[config.mk]
export PLATFORM = sky130hd
export DESIGN_NAME = clock_control
export DESIGN_NICKNAME = d
export VERILOG_FILES = /design/src/logic/clk_ctrl_pkg.sv /design/src/logic/prescale_if.sv /design/src/logic/sys_prescaler.sv /design/src/logic/clock_control.sv
export SDC_FILE = /design/constraint.sdc
export NUM_CORES = 1
export LEC_CHECK = 0
export ABC_CLOCK_PERIOD_IN_PS = 4890
export BUFFER_PORTS_ARGS = -buffer_cell sky130_fd_sc_hd__buf_2
export CAP_MARGIN = 5
export CORE_MARGIN = 2
export CORE_UTILIZATION = 25
export CTS_CLUSTER_SIZE = 12
export DETAILED_ROUTE_END_ITERATION = 7
export GPL_TIMING_DRIVEN = 0
export PLACE_DENSITY_LB_ADDON = 0.25
export SLEW_MARGIN = 0
export SYNTH_ARGS = -nofsm -noshare
export SYNTH_HDL_FRONTEND = slang
export SYNTH_SLANG_ARGS = --single-unit
[constraint.sdc]
create_clock -name clock_in -period 4.89 [get_ports clock_in]
set_input_delay 0.978 -clock clock_in [delete_from_list [all_inputs] [get_ports clock_in]]
set_output_delay 0.978 -clock clock_in [all_outputs]
set_load 0.02 [all_outputs]
[src/logic/clk_ctrl_pkg.sv]
// Constants and types for the clock generation block
package clk_ctrl_pkg;
  // Register map (word index on the plain register port)
  localparam logic [3:0] CSR_ADDR       = 4'h0;
  localparam logic [3:0] TRIM_ADDR      = 4'h1;
  localparam logic [3:0] PRESCALE_ADDR  = 4'h2;
  localparam logic [3:0] STATUS_ADDR    = 4'h3;
  // Control/status fields
  localparam int LOCK_BIT   = 0;
  localparam int ENABLE_BIT = 1;
  localparam int FACTOR_BIT = 2;
  // Status register fields
  localparam int STAT_REF_ON     = 0;
  localparam int STAT_LOOP_ON    = 1;
  localparam int STAT_SATURATED  = 2;
  localparam int STAT_STARTED    = 3;
  // Reset values and prescaler limit
  localparam logic [7:0] TRIM_FACTORY_DEFAULT = 8'h80;
  localparam logic [3:0] PRESCALE_DIV1        = 4'h0;
  localparam logic [3:0] PRESCALE_DIV8        = 4'h3;
  localparam logic [3:0] PRESCALE_MAX         = 4'h8;
  // Trim code at which the divided reference reaches 1 MHz
  localparam logic [7:0] TRIM_REF_LIMIT       = 8'hc0;
  // Clock source select codes
  localparam logic [3:0] SRC_EXT_CLOCK = 4'h0;
  localparam logic [3:0] SRC_LOOP_EXT  = 4'h1;
  localparam logic [3:0] SRC_RC        = 4'h2;
  localparam logic [3:0] SRC_LOOP_RC   = 4'h3;
  // Frequency figures
  localparam int REF_KHZ         = 1000;
  localparam int LOOP_MULT       = 64;
  localparam int FAST_HI_MHZ     = 64;
  localparam int FAST_LO_MHZ     = 32;
  localparam int FAST_SAT_MHZ    = 70;
  localparam int WDT_OSC_KHZ     = 128;
  localparam int EXT_MAX_MHZ     = 16;
  // Timing
  localparam int CLK_MHZ         = 20;
  localparam int LOCK_MS         = 100;
  localparam int LOCK_CYCLES     = LOCK_MS * 1000 * CLK_MHZ;
  localparam int RESET_BASE_CK   = 14;
  localparam int LOOP_SLEEP_SHORT_CK = 1024;
  localparam int LOOP_SLEEP_LONG_CK  = 16384;
  localparam int EXT_SLEEP_CK    = 6;
  localparam int LOOP_EXTRA_A_US = 4000;
  localparam int LOOP_EXTRA_B_US = 64000;
  localparam int EXT_EXTRA_A_US  = 4100;
  localparam int EXT_EXTRA_B_US  = 65000;
  localparam int LOOP_EXTRA_A_CK = LOOP_EXTRA_A_US * CLK_MHZ;
  localparam int LOOP_EXTRA_B_CK = LOOP_EXTRA_B_US * CLK_MHZ;
  localparam int EXT_EXTRA_A_CK  = EXT_EXTRA_A_US * CLK_MHZ;
  localparam int EXT_EXTRA_B_CK  = EXT_EXTRA_B_US * CLK_MHZ;
  localparam int WDT_DIV         = (CLK_MHZ * 1000) / (WDT_OSC_KHZ * 2);

  typedef enum logic [1:0] {
    ST_HOLD  = 2'b00,
    ST_WAIT  = 2'b01,
    ST_RUN   = 2'b10,
    ST_SLEEP = 2'b11
  } start_state_t;
endpackage

[src/logic/prescale_if.sv]
// Prescaler setting and divided clock between top and divider
`timescale 1ns/10ps
interface prescale_if;
  logic [3:0] division_select;
  logic       divided_clock;
  modport ctrl (output division_select, input divided_clock);
  modport div  (input division_select, output divided_clock);
endinterface

[src/logic/sys_prescaler.sv]
// System clock prescaler producing the divided clock level
`timescale 1ns/10ps
module sys_prescaler
  import clk_ctrl_pkg::*;
(
  // Clock and reset
  input  wire logic clock_in,
  input  wire logic rst_b_in,
  // Setting and output
  prescale_if.div   pre
);
  logic [8:0] count_reg;
  logic [8:0] count_next;
  logic       out_reg;
  logic       out_next;
  logic [8:0] half;

  always_comb begin
    half = 9'h001;
    if (pre.division_select <= PRESCALE_MAX) begin
      half = 9'(9'h001 << pre.division_select);
    end
    count_next = 9'(count_reg + 9'h001);
    out_next   = out_reg;
    if (pre.division_select == PRESCALE_DIV1) begin
      out_next   = ~out_reg;
      count_next = 9'h000;
    end else if (count_next >= (half >> 1)) begin
      out_next   = ~out_reg;
      count_next = 9'h000;
    end
  end

  always_ff @(posedge clock_in or negedge rst_b_in) begin
    if (!rst_b_in) begin
      count_reg <= 9'h000;
      out_reg   <= 1'b0;
    end else begin
      count_reg <= count_next;
      out_reg   <= out_next;
    end
  end

  assign pre.divided_clock = out_reg;
endmodule

[src/logic/clock_control.sv]
// Fast multiplying loop control, start-up delays, watchdog oscillator and clock output
//
// Overview of operation
// - Fast clock is 64x a 1 MHz reference
// - Enable bit runs loop and starts RC
// - Enable reads one when loop is system clock
// - Lock flag gates fast clock to stages
// - Lock flag sets about 100 ms later
// - Factor bit selects 64 or 32 MHz
// - Bits 7 to 3 read zero
// - Trim moves fast clock proportionally
// - Reference above 1 MHz saturates, unlocked
// - Power-down and standby stop RC and loop
// - Loop-from-RC start-up delay table
// - 128 kHz oscillator clocks the watchdog
// - Code 0000 selects external clock input
// - External clock start-up delay table
// - Clock output overrides pin, even in reset
// - Clock output carries the prescaled clock
// - Trim loads factory value on reset
// - Prescaler default follows divide-by-eight option
`timescale 1ns/10ps
module clock_control
  import clk_ctrl_pkg::*;
#(
  parameter int LOCK_DELAY_CYCLES = LOCK_CYCLES,
  parameter int LOOP_DELAY_A      = LOOP_EXTRA_A_CK,
  parameter int LOOP_DELAY_B      = LOOP_EXTRA_B_CK,
  parameter int EXT_DELAY_A       = EXT_EXTRA_A_CK,
  parameter int EXT_DELAY_B       = EXT_EXTRA_B_CK,
  parameter int SLEEP_LONG        = LOOP_SLEEP_LONG_CK
) (
  // Clock and reset
  input  wire logic       clock_in,
  input  wire logic       rst_b_in,
  // Register port
  input  wire logic [3:0] reg_addr_in,
  input  wire logic [7:0] reg_wdata_in,
  input  wire logic       reg_write_in,
  input  wire logic       reg_read_in,
  output logic      [7:0] reg_rdata_out,
  // Option straps, static while running
  input  wire logic [3:0] clock_source_select_in,
  input  wire logic [1:0] startup_time_select_in,
  input  wire logic       clock_output_option_in,
  input  wire logic       divide_by_eight_option_in,
  input  wire logic [7:0] factory_trim_in,
  // Sleep control from the power manager
  input  wire logic       power_down_sleep_in,
  input  wire logic       standby_sleep_in,
  // Clock status towards the rest of the chip
  output logic            ref_osc_on_out,
  output logic            multiplier_run_out,
  output logic            fast_clock_enable_out,
  output logic            fast_clock_64mhz_out,
  output logic            loop_saturated_out,
  output logic      [7:0] rc_trim_value_out,
  output logic            core_ready_out,
  output logic            wdt_clock_out,
  // Clock output pin
  output logic            clock_output_pin_out,
  output logic            clock_output_pin_oe_out,
  // Port function of the pin when not overridden
  input  wire logic       port_pin_value_in,
  input  wire logic       port_pin_oe_in
);
  // Sleep inputs from outside cross two flip-flops
  logic [1:0] pd_sync_reg;
  logic [1:0] sb_sync_reg;
  logic       sleeping;

  // Register state
  logic       enable_reg;
  logic       enable_next;
  logic       factor_reg;
  logic       factor_next;
  logic       lock_reg;
  logic       lock_next;
  logic [7:0] trim_reg;
  logic [7:0] trim_next;
  logic [3:0] prescale_reg;
  logic [3:0] prescale_next;
  logic [7:0] rdata_reg;
  logic [7:0] rdata_next;
  logic       init_reg;
  logic       init_next;
  logic [31:0] lock_cnt_reg;
  logic [31:0] lock_cnt_next;

  // Start-up sequencer
  start_state_t state_reg;
  start_state_t state_next;
  logic [31:0]  start_cnt_reg;
  logic [31:0]  start_cnt_next;
  logic [31:0]  reset_delay;
  logic [31:0]  sleep_delay;
  logic         ready_reg;
  logic         ready_next;

  // Watchdog oscillator divider
  logic [7:0] wdt_cnt_reg;
  logic [7:0] wdt_cnt_next;
  logic       wdt_reg;
  logic       wdt_next;

  // Output flops
  logic       ref_on_reg;
  logic       ref_on_next;
  logic       run_reg;
  logic       run_next;
  logic       fast_en_reg;
  logic       fast_en_next;
  logic       sat_reg;
  logic       sat_next;
  logic       pin_reg;
  logic       pin_next;
  logic       pin_oe_reg;
  logic       pin_oe_next;

  logic       loop_is_system;
  logic       enable_eff;
  logic [7:0] csr_view;

  prescale_if pre ();

  sys_prescaler u_prescaler (
    .clock_in (clock_in),
    .rst_b_in (rst_b_in),
    .pre      (pre)
  );

  always_ff @(posedge clock_in or negedge rst_b_in) begin
    if (!rst_b_in) begin
      pd_sync_reg <= 2'b00;
      sb_sync_reg <= 2'b00;
    end else begin
      pd_sync_reg <= {pd_sync_reg[0], power_down_sleep_in};
      sb_sync_reg <= {sb_sync_reg[0], standby_sleep_in};
    end
  end

  assign sleeping = pd_sync_reg[1] | sb_sync_reg[1];
  assign loop_is_system = (clock_source_select_in == SRC_LOOP_RC) ||
                          (clock_source_select_in == SRC_LOOP_EXT);
  assign enable_eff = enable_reg | loop_is_system;
  assign csr_view = {5'h00, factor_reg, enable_eff, lock_reg};

  // Delay tables per clock source and start-up code
  always_comb begin
    reset_delay = 32'(RESET_BASE_CK);
    sleep_delay = 32'(LOOP_SLEEP_SHORT_CK);
    if (clock_source_select_in == SRC_LOOP_RC) begin
      unique case (startup_time_select_in)
        2'b00: reset_delay = 32'(RESET_BASE_CK);
        2'b01: reset_delay = 32'(RESET_BASE_CK + LOOP_DELAY_A);
        2'b10: reset_delay = 32'(RESET_BASE_CK + LOOP_DELAY_B);
        2'b11: begin
          reset_delay = 32'(RESET_BASE_CK);
          sleep_delay = 32'(SLEEP_LONG);
        end
      endcase
    end else begin
      sleep_delay = 32'(EXT_SLEEP_CK);
      unique case (startup_time_select_in)
        2'b00: reset_delay = 32'(RESET_BASE_CK);
        2'b01: reset_delay = 32'(RESET_BASE_CK + EXT_DELAY_A);
        2'b10: reset_delay = 32'(RESET_BASE_CK + EXT_DELAY_B);
        2'b11: reset_delay = 32'(RESET_BASE_CK);
      endcase
    end
  end

  // Start-up sequencer: reset delay, run, sleep, wake delay
  always_comb begin
    state_next     = state_reg;
    start_cnt_next = start_cnt_reg;
    unique case (state_reg)
      ST_HOLD: begin
        state_next     = ST_WAIT;
        start_cnt_next = reset_delay;
      end
      ST_WAIT: begin
        if (start_cnt_reg <= 32'h00000001) begin
          state_next = ST_RUN;
        end
        start_cnt_next = (start_cnt_reg == 32'h00000000) ? 32'h00000000 : 32'(start_cnt_reg - 32'h00000001);
      end
      ST_RUN: begin
        if (sleeping) begin
          state_next = ST_SLEEP;
        end
      end
      ST_SLEEP: begin
        if (!sleeping) begin
          state_next     = ST_WAIT;
          start_cnt_next = sleep_delay;
        end
      end
    endcase
    ready_next = (state_next == ST_RUN);
  end

  // Register writes, reads, trim and prescaler handling
  always_comb begin
    init_next     = 1'b1;
    enable_next   = enable_reg;
    factor_next   = factor_reg;
    trim_next     = trim_reg;
    prescale_next = prescale_reg;
    rdata_next    = 8'h00;
    if (!init_reg) begin
      trim_next = factory_trim_in;
      prescale_next = divide_by_eight_option_in ? PRESCALE_DIV8 : PRESCALE_DIV1;
      enable_next = loop_is_system;
    end else if (reg_write_in) begin
      unique case (reg_addr_in)
        CSR_ADDR: begin
          factor_next = reg_wdata_in[FACTOR_BIT];
          enable_next = reg_wdata_in[ENABLE_BIT];
        end
        TRIM_ADDR:     trim_next = reg_wdata_in;
        PRESCALE_ADDR: begin
          if (reg_wdata_in[3:0] <= PRESCALE_MAX) begin
            prescale_next = reg_wdata_in[3:0];
          end
        end
        default: ;
      endcase
    end
    if (reg_read_in) begin
      unique case (reg_addr_in)
        CSR_ADDR:      rdata_next = csr_view;
        TRIM_ADDR:     rdata_next = trim_reg;
        PRESCALE_ADDR: rdata_next = {4'h0, prescale_reg};
        STATUS_ADDR:   rdata_next = {4'h0, (state_reg == ST_RUN), sat_reg, run_reg, ref_on_reg};
        default:       rdata_next = 8'h00;
      endcase
    end
  end

  always_comb begin
    run_next    = enable_eff & ~sleeping;
    ref_on_next = run_next | (clock_source_select_in == SRC_RC) | loop_is_system;
    if (sleeping) begin
      ref_on_next = 1'b0;
    end
    sat_next    = run_next & (trim_reg > TRIM_REF_LIMIT);
    lock_next   = lock_reg;
    lock_cnt_next = lock_cnt_reg;
    if (!run_next) begin
      lock_next     = 1'b0;
      lock_cnt_next = 32'h00000000;
    end else if (sat_next) begin
      lock_next     = 1'b0;
    end else if (lock_cnt_reg >= 32'(LOCK_DELAY_CYCLES - 1)) begin
      lock_next = 1'b1;
    end else begin
      lock_cnt_next = 32'(lock_cnt_reg + 32'h00000001);
    end
    fast_en_next = lock_reg & run_reg;
    pin_oe_next = clock_output_option_in ? 1'b1 : port_pin_oe_in;
    pin_next    = clock_output_option_in ? pre.divided_clock : port_pin_value_in;
    wdt_cnt_next = 8'(wdt_cnt_reg + 8'h01);
    wdt_next     = wdt_reg;
    if (wdt_cnt_reg >= 8'(WDT_DIV - 1)) begin
      wdt_cnt_next = 8'h00;
      wdt_next     = ~wdt_reg;
    end
  end

  assign pre.division_select = prescale_reg;

  always_ff @(posedge clock_in or negedge rst_b_in) begin
    if (!rst_b_in) begin
      init_reg      <= 1'b0;
      enable_reg    <= 1'b0;
      factor_reg    <= 1'b0;
      lock_reg      <= 1'b0;
      lock_cnt_reg  <= 32'h00000000;
      trim_reg      <= TRIM_FACTORY_DEFAULT;
      prescale_reg  <= PRESCALE_DIV1;
      rdata_reg     <= 8'h00;
      state_reg     <= ST_HOLD;
      ready_reg     <= 1'b0;
      start_cnt_reg <= 32'h00000000;
      wdt_cnt_reg   <= 8'h00;
      wdt_reg       <= 1'b0;
      ref_on_reg    <= 1'b0;
      run_reg       <= 1'b0;
      fast_en_reg   <= 1'b0;
      sat_reg       <= 1'b0;
    end else begin
      init_reg      <= init_next;
      enable_reg    <= enable_next;
      factor_reg    <= factor_next;
      lock_reg      <= lock_next;
      lock_cnt_reg  <= lock_cnt_next;
      trim_reg      <= trim_next;
      prescale_reg  <= prescale_next;
      rdata_reg     <= rdata_next;
      state_reg     <= state_next;
      ready_reg     <= ready_next;
      start_cnt_reg <= start_cnt_next;
      wdt_cnt_reg   <= wdt_cnt_next;
      wdt_reg       <= wdt_next;
      ref_on_reg    <= ref_on_next;
      run_reg       <= run_next;
      fast_en_reg   <= fast_en_next;
      sat_reg       <= sat_next;
    end
  end

  always_ff @(posedge clock_in) begin
    pin_reg    <= pin_next;
    pin_oe_reg <= pin_oe_next;
  end

  // 64x reference, factor select, trim passed through
  assign reg_rdata_out          = rdata_reg;
  assign ref_osc_on_out         = ref_on_reg;
  assign multiplier_run_out     = run_reg;
  assign fast_clock_enable_out  = fast_en_reg;
  assign fast_clock_64mhz_out   = factor_reg;
  assign loop_saturated_out     = sat_reg;
  assign rc_trim_value_out      = trim_reg;
  assign core_ready_out         = ready_reg;
  assign wdt_clock_out          = wdt_reg;
  assign clock_output_pin_out   = pin_reg;
  assign clock_output_pin_oe_out = pin_oe_reg;
endmodule

# == Word level (Yosys, flattened, before mapping) ==
# Index checks and enable logic that the tools add are counted.
# word_totals
register_bits,120
input_bits,36
out_inout_bits,25
# classes
addsub,4
magnitude_cmp,7
n_eq_ne,22
n_shift,1
muxes,39
n_bitwise,10
reduce_logical,15
# op_table
op,n
$pmux W32 S3,3
$mux W32,7
$mux W8,5
$add A32 B1 Y32 const B,1
$ge A32 B21 Y1 const B,1
$le A32 B1 Y1 const B,1
$logic_not A32 Y1,1
$pmux W8 S4,1
$sub A32 B1 Y32 const B,1
$mux W9,3
$eq A4 B2 Y1 const B,4
$mux W4,4
$mux W15,1
$eq A2 B2 Y1 const B,5
$mux W1,10
$add A9 B1 Y9 const B,1
$ge A9 B8 Y1,1
$shl A1 B4 Y9 const A,1
$add A8 B1 Y8 const B,1
$eq A4 B1 Y1 const B,2
$ge A8 B7 Y1 const B,1
$gt A8 B8 Y1 const B,1
$le A4 B4 Y1 const B,2
$logic_not A4 Y1,2
other kinds (16),38

# == Longest topological paths before layout ==
# Gate-level depths: netlist of run 1.
# depth
depth_word,7
depth_mapped,9
ltp_nobuf,9

# == Hierarchy ==
# A second synthesis of run 1 with hierarchy kept.
# unflattened
cells_unflattened,628
area_unflattened_um2,6124.6
# modules_own_cells
module,n_inst,cells_each,area_per_inst_um2
clock_control,1,557,5452.7
sys_prescaler,1,71,671.9

# == Least setup slack after synthesis of run 1 ==
# Ideal clock, no wire load.
# synth_path
path_kind,input-to-reg
from,in clock_source_select_in[3]
to,reg lock_cnt_reg[10]
setup_time_ns,0.079
arrival_ns,2.314
slack_ns,2.497
stages,7
path_buffers,2
cell_sequence,nor3b_1 > o21ai_1 > inv_1 > clkbuf_1 > clkbuf_1 > nand2_1 > mux2i_1
# synth_between
elab_chain_cells,7
word_cells_on_any_way,10
# synth_lines
item,line,source
from (decl),clock_control.sv:43,"input wire logic [3:0] clock_source_select_in,"
$eq A4 B2 Y1 or $eq A4 B1 Y1 (tied branches),"clock_control.sv:143, clock_control.sv:144",
$logic_or A1 B1 Y1 (*),clock_control.sv:143,assign loop_is_system = (clock_source_select_in == SRC_LOOP_RC) ||
$or A1 B1 Y1 (*),clock_control.sv:145,assign enable_eff = enable_reg | loop_is_system;
$and A1 B1 Y1 (*),clock_control.sv:242,run_next = enable_eff & ~sleeping;
$and A1 B1 Y1,clock_control.sv:247,sat_next = run_next & (trim_reg > TRIM_REF_LIMIT);
$ne A2 B2 Y1 (no source line),n/a,
$reduce_and A2 Y1 (no source line),n/a,
to (signal assigned),clock_control.sv:297,lock_cnt_reg <= lock_cnt_next;
to (decl),clock_control.sv:87,logic [31:0] lock_cnt_reg;
# Every way passes the cells marked *; elsewhere a longest branch is shown, timed or not.
# A chain may end at the register's enable or synchronous reset.

# == Worst setup path after layout of run 1 ==
# layout_path
from,reg start_cnt_reg[0]
to,reg start_cnt_reg[28]
# layout_between
elab_chain_cells,3
word_cells_on_any_way,4
# layout_lines
item,line,source
from (decl),clock_control.sv:93,logic [31:0] start_cnt_reg;
from (signal assigned),clock_control.sv:303,start_cnt_reg <= start_cnt_next;
$sub A32 B1 Y32 or $logic_not A32 Y1 (tied branches),clock_control.sv:186,start_cnt_next = (start_cnt_reg == 32'h00000000) ? 32'h00000000 : 32'(start_cnt_reg - 32'h00000001);
$mux W32 (*),clock_control.sv:186,
$pmux W32 S3 (*),clock_control.sv:177,unique case (state_reg)
# Marked as above.

==> results of run 1 <==
[cell type report]
type | instances | area, sq um | share of cell area [%]
plain buffers | 27 | 114 | 1.49
clock buffers | 19 | 453 | 5.92
clock inverters | 12 | 198 | 2.58
inverters | 14 | 52.6 | 0.687
multi-input cells | 483 | 3100 | 40.5
flip-flops and latches | 120 | 2990 | 39.1
well taps | 324 | 405 | 5.30
repair buffers | 61 | 334 | 4.37
[power breakdown]
part | total (mW) | internal (mW) | switching, mW
clock network | 1.39 | 0.928 | 0.463
registers | 1.24 | 1.11 | 0.136
logic | 0.520 | 0.217 | 0.304
total | 3.16 | 2.25 | 0.903
[per-layer routing]
metal | up-vias | GRT usage [%] | wire [um] | share of wire (%)
li1 | 2501 | - | - | -
met1 | 2486 | 17.7 | 7930 | 50
met5 | - | 0 | 0 | 0
met4 | 0 | 3.90 | 145 | 0.90
met3 | 10 | 2.76 | 517 | 3.2
met2 | 86 | 19.8 | 7430 | 46
[path summary, 6_finish.rpt]
kind,to,startpoint
setup / recovery,start_cnt_reg[28],start_cnt_reg[0]
hold / removal,pd_sync_reg[1],pd_sync_reg[0]
setup reg to reg,start_cnt_reg[28],start_cnt_reg[0]
hold reg to reg,pd_sync_reg[1],pd_sync_reg[0]
max in group asynchronous,rc_trim_value_out[7],rst_b_in
min in group asynchronous,wdt_cnt_reg[5],rst_b_in
[Yosys cell counts (7+ instances only)]
library cell  number  area share (%)
a211oi_1           7            0.84
a21oi_1           36             2.9
and2_1            22             2.2
clkbuf_1          20             1.2
dfrtp_1          117              47
ha_1              18             3.6
inv_1             14            0.84
mux2i_1           20             3.2
nand2_1           45             2.7
nand2b_1           9            0.90
nand3_1           31             2.5
nand4_1           14             1.4
nor2_1            73             4.4
nor2b_1           15             1.5
nor3_1            15             1.2
nor4_1            17             1.7
o21ai_0           16             1.3
o31ai_1           12             1.4
or4_1             19             2.3
xor2_1            22             3.1
[critical path: cells and delay by family, from the launching register on]
family,cells,cell delay [ps]
buf+inv,2,370
compound gates,1,360
simple gates,4,1480
fa+ha+maj,1,230
flops,1,430
[cell families after synthesis]
group / after synthesis
mux: 26
simple gates: 295
flops: 120
other cells: 2
fa+ha+maj: 18
buf+inv: 41
compound gates: 113
xor+xnor: 28
[per-stage QoR]
step	instances	area (sq um)	power (mW)	utilization, %
floorplan	644	6260	1.60	-
global route	1060	7650	3.33	31.3
finish	1060	7650	3.16	31.3
detailed placement	1029	7000	1.78	28.6
global placement	1028	6970	1.77	28.5
CTS	1060	7650	3.19	31.3
==> summary.txt, run 1 <==
Seq cells post-synth -> 120
worst-case vdd ir drop -> 0.218 mV
Remaining Overflow, GRT -> 0
RSZ-0062 raised after global routing -> no
# Post-CTS Setup Buffers -> 0
post-DP HPWL -> 11.5 mm
compound-cell area share of the yosys netlist -> 12.0%
Cells after Synth -> 643
TritonRoute pass-1 iters -> 5
fill cell count -> 2,572
crit-path cells -> inv_1 > ha_1 > or3b_2 > nor4_4 > a21oi_1 > nor2_2 > buf_2 > nor2_1
Final Skew -> 6.95 ps
Syn Area/Cell -> 9.73 sq um
Worst-Skew Late Latency -> 410 ps
Die Ht -> 162 um
core area -> 24,500 sq um
main flop type after synthesis -> dfrtp_1
synthesized area -> 6260 sq um
Synth Area in Simple Gates -> 25.5%
Worst Path Required -> 5190 ps
final WL -> 16.0 mm
Reg clk slew, reported paths -> 60 ps
clock sinks -> 120
commonest non-fill, non-tap cell in the layout -> dfrtp_1
number of enable flip-flop cells after synthesis -> 0
post-route minimum period -> 2980 ps
first-pass GRT wire length -> 26.7 mm
Slew headroom -> 26.9%
DR WL/cell -> 15.1 um
maximum clock path buffer count -> 2
total CTS buffers -> 17
H-tree depth -> 4
initial antenna violation count -> 0
Ys Warns -> 0
Pins Over Slew Limit -> 0
Synth cell types -> 63
XOR/XNOR share of the synthesized area -> 3.92%
R2R Setup Slk -> 1910 ps
main combinational cell family by area after synthesis -> simple AND/OR/NAND/NOR gates
CTS tree -> done
area delta synth->final -> 22.3%
Slew @ Worst Pin -> 1090 ps
Die Width -> 162 um
pwr dens -> 412 nW/um^2
R2R depth -> 8
Worst Setup Start Kind -> register
Port Buf Inserts -> 60
Post-CTS Hold Buffers -> 0
Post-Place Worst Slack -> 1470 ps
num rows -> 57
worst hold slack -> 347 ps
WP data arrival -> 3270 ps
Hold Crit Depth -> 0
Final Worst Setup Slack -> 1910 ps
Worst Path Max Fanout -> 10
Lkg Pwr -> 3.43 nW
Max-Cap Viols -> 0
final setup vio count -> 0
Total GRT Usage -> 12.7%
Setup TNS Final -> 0 ps
layout cells sized above 1 -> 16.0%
Avg Vias per Cell -> 4.80
crit-path max cell delay -> 560 ps
Post-synth ARST share -> 98.3%
Seq/Total Area, Yosys -> 47.9%
Initial Utilization -> 25.6%
clock root buffer -> clkbuf_16
diode count -> 0
Hold Path Class -> reg2reg
drt first-iter violations -> 304
CP endpoint kind -> register
Post-Synth Adder-Cell Area -> 3.60%
routed via count -> 5,083
most frequent cells in the layout -> 117 x dfrtp_1, 73 x nor2_1, 63 x buf_2, 45 x nand2_1, 36 x a21oi_1
die area -> 26,300 sq um
mux cell area share after synthesis -> 4.28%
Fin. Hold Viols -> 0
status -> completed
Final nets -> 778
Ports -> 61
vias in the first global route -> 5,083
Tcrit/Tclk final -> 60.9%
Crit-path slowest cell -> or3b_2
largest net degree at the start of global routing -> 68
cts repair resizes -> 0
Routed Antenna Nets -> 0
RePlAce Congestion -> 0.785
DRC -> 0
Fmax -> 336 MHz
Crit Path Class -> reg2reg
(Power assumes the default switching activity.)
==> run 2, diff against run 1 <==
- ABC_AREA: unset -> 1
- ABC_CLOCK_PERIOD_IN_PS: 4890 -> 2450
- clock period: 4.89 -> 2.45 ns (I/O delays scaled with it)
==> run 2 against run 1 <==
  * Global-route usage grew 0.38 points
  * Via count rose by 20%
  * Sequential share of layout area down 3.2 points
  * Clock skew increased by 14 ps
  * Combinational power grew to 2.7 times the previous value
  * Fmax grew 34%
==> summary.txt, run 2 <==
routed via count -> 6,089
post-synth top area share -> 42.5%
post-route minimum period -> 2220 ps
total CTS buffers -> 17
initial antenna violation count -> 0
dpl cells -> 1,347
Slew @ Worst Pin -> 569 ps
met2 WL -> 8.47 mm
Hold Path Class -> in2reg
clock sinks -> 120
most frequent cells in the layout -> 247 x nand2_1, 174 x nor2_1, 124 x inv_1, 117 x dfrtp_1, 65 x buf_2
cell area after layout -> 8340 sq um
Slew headroom -> 62.1%
DR WL/cell -> 12.9 um
Met1 Routed Length -> 8.57 mm
Seq/Total Area, Yosys -> 43.4%
diode count -> 0
worst-case vdd ir drop -> 0.341 mV
TritonRoute pass-1 iters -> 5
Hold Crit Depth -> 1
CP endpoint kind -> register
DRC -> 0
worst flop-to-flop path endpoint -> u_prescaler.pre.divided_clock
Worst Setup Start Kind -> register
H-tree depth -> 4
Reg clk slew, reported paths -> 60 ps
Post-DP Area -> 7660 sq um
end of the worst hold path -> pd_sync_reg[0]
Avg Vias per Cell -> 4.41
maximum clock path buffer count -> 2
Total GRT Usage -> 13.1%
Synth top cells by count -> 249 x nand2_1, 178 x nor2_1, 124 x inv_1
area delta synth->final -> 21.0%
met3 WL -> 668 um
Worst-Skew Late Latency -> 430 ps
Final nets -> 1,082
R2R Setup Slk -> 230 ps
first-pass GRT wire length -> 29.8 mm
Die Width -> 170 um
Routed Antenna Nets -> 0
Final Skew -> 20.8 ps
synthesized area -> 6890 sq um
count leader, synth -> nand2_1
Initial Utilization -> 25.5%
min-delay src -> power_down_sleep_in
Fin. Hold Viols -> 0
Port Buf Inserts -> 60
Seq cells post-synth -> 120
Setup TNS Final -> 0 ps
status -> completed
num rows -> 60
layout cells sized above 1 -> 13.4%
Pins Over Slew Limit -> 0
commonest non-fill, non-tap cell in the layout -> nand2_1
Cells after Synth -> 944
R2R depth -> 15
clock root buffer -> clkbuf_16
Tcrit/Tclk final -> 90.7%
final setup vio count -> 0
Die Ht -> 170 um
final WL -> 17.9 mm
FF-to-FF Start -> u_prescaler.count_reg[0]
Ports -> 61
WP data arrival -> 2530 ps
CTS tree -> done
fill cell count -> 2,996
number of enable flip-flop cells after synthesis -> 0
Ys Warns -> 0
Remaining Overflow, GRT -> 0
core area -> 27,000 sq um
top cells by area, synth -> dfrtp_1 42%, nand2_1 14%, nor2_1 9.7%, inv_1 6.8%, nand3_1 4.6%
post-DP HPWL -> 13.4 mm
vias in the first global route -> 5,940
dominant cell type by area after synthesis -> dfrtp_1
drt first-iter violations -> 316
RSZ-0062 raised after global routing -> no
main flop type after synthesis -> dfrtp_1
Util after Layout -> 30.9%
Fmax -> 450 MHz
largest net degree at the start of global routing -> 81
Synth cell types -> 43
Worst Path Required -> 2760 ps
overall power after layout -> 6.42 mW
die area -> 28,900 sq um
Post-synth ARST share -> 98.3%
pwr dens -> 770 nW/um^2
highest routed layer -> met4
Syn Area/Cell -> 7.30 sq um
Max-Cap Viols -> 0
Lkg Pwr -> 4.21 nW
RePlAce Congestion -> 0.862
Crit Path Class -> reg2reg
Worst Path Max Fanout -> 5
non-filler cells, final -> 1,382
run 2: cell count changes in the layout (fill, tap and decap cells not counted), sizes merged, moves of 15 or more:
| cell | previous run | this run |
|---|---|---|
| nor2 | 74 | 191 |
| nand3 | 31 | 68 |
| or4 | 21 | 0 |
| inv | 15 | 127 |
| nor4 | 19 | 1 |
| mux2i | 20 | 0 |
| and2 | 22 | 1 |
| nor2b | 15 | 0 |
| nand2 | 45 | 255 |
run 2: what timing repair did:
item                       CTS  global route
hold endpoints to repair    30             0
hold buffers                 1             0
setup endpoints to repair    9             9
setup buffers                0             1
pin swaps                    0             4
cloned                       0             1
resized for setup            1            12
run 2: worst max path at each step:
| stage | from | endpoint | slack (ps) | cells past startpoint |
|---|---|---|---|---|
| after floorplan | u_prescaler.count_reg[0] | u_prescaler.pre.divided_clock | 340 | 15 |
| after detailed placement | u_prescaler.count_reg[0] | u_prescaler.pre.divided_clock | -40 | 15 |
| after global routing | u_prescaler.count_reg[0] | u_prescaler.pre.divided_clock | 20 | 15 |
| final | u_prescaler.count_reg[0] | u_prescaler.pre.divided_clock | 230 | 15 |
| after global placement | rst_b_in | u_prescaler.count_reg[3] | -840 | 1 |
| after CTS | u_prescaler.count_reg[0] | u_prescaler.pre.divided_clock | 20 | 15 |
run 2: layout make-up:
type / count / area (sq um) / area share, %
well taps: 341 / 427 / 5.12
clock buffers: 22 / 464 / 5.57
repair buffers: 63 / 352 / 4.22
inverters: 126 / 473 / 5.67
multi-input cells: 684 / 3390 / 40.7
clock inverters: 10 / 144 / 1.73
flip-flops and latches: 120 / 2990 / 35.9
plain buffers: 16 / 93.8 / 1.13
run 2: critical path, cell delays in order (launching register included):
cell and delay, ps:
dfrtp_1 370, ha_1 190, nand2_1 100, nor2_4 170, nand3_2 110, xor2_2 190, inv_1 60, ha_1 310
nand2_1 90, nor2_1 50, nand2_1 50, nand2_1 80, nor2_4 150, nand2_4 90, nand2_1 70, nand2_1 40
run 2: through the flow:
step | setup WS (ps) | hold slack [ps]
4_1_cts | 22.6 | 152
3_5_place_dp | -41.8 | 335
6_report | 228 | 177
3_3_place_gp | -844 | 337
5_1_grt | 24.1 | 161
2_1_floorplan | 340 | 194
run 2: layer usage:
metal  global-route usage [%]  vias up
met2                     21.8       89
met3                     2.77        9
met4                     3.34        0
met5                        0        -
li1                         -     3135
met1                     17.3     2856
run 2: power by group:
| part | total (mW) | leakage [nW] | internal, mW | switching, mW |
|---|---|---|---|---|
| Sequential | 2.46 | 1.58 | 2.21 | 0.242 |
| Clock | 2.58 | 0.299 | 1.66 | 0.925 |
| Combinational | 1.38 | 2.34 | 0.486 | 0.898 |
| Total | 6.42 | 4.21 | 4.36 | 2.07 |
run 2: cell families (layout without fill, tap and decap cells):
| kind of cell | after synthesis | after routing | share of synthesized area (%) |
|---|---|---|---|
| compound gates | 85 | 85 | 6.88 |
| xor+xnor | 29 | 29 | 3.68 |
| fa+ha+maj | 18 | 18 | 3.27 |
| buf+inv | 142 | 237 | 8.22 |
| flops | 120 | 120 | 43.4 |
| other cells | 2 | 3 | 0.109 |
| simple gates | 548 | 549 | 34.4 |
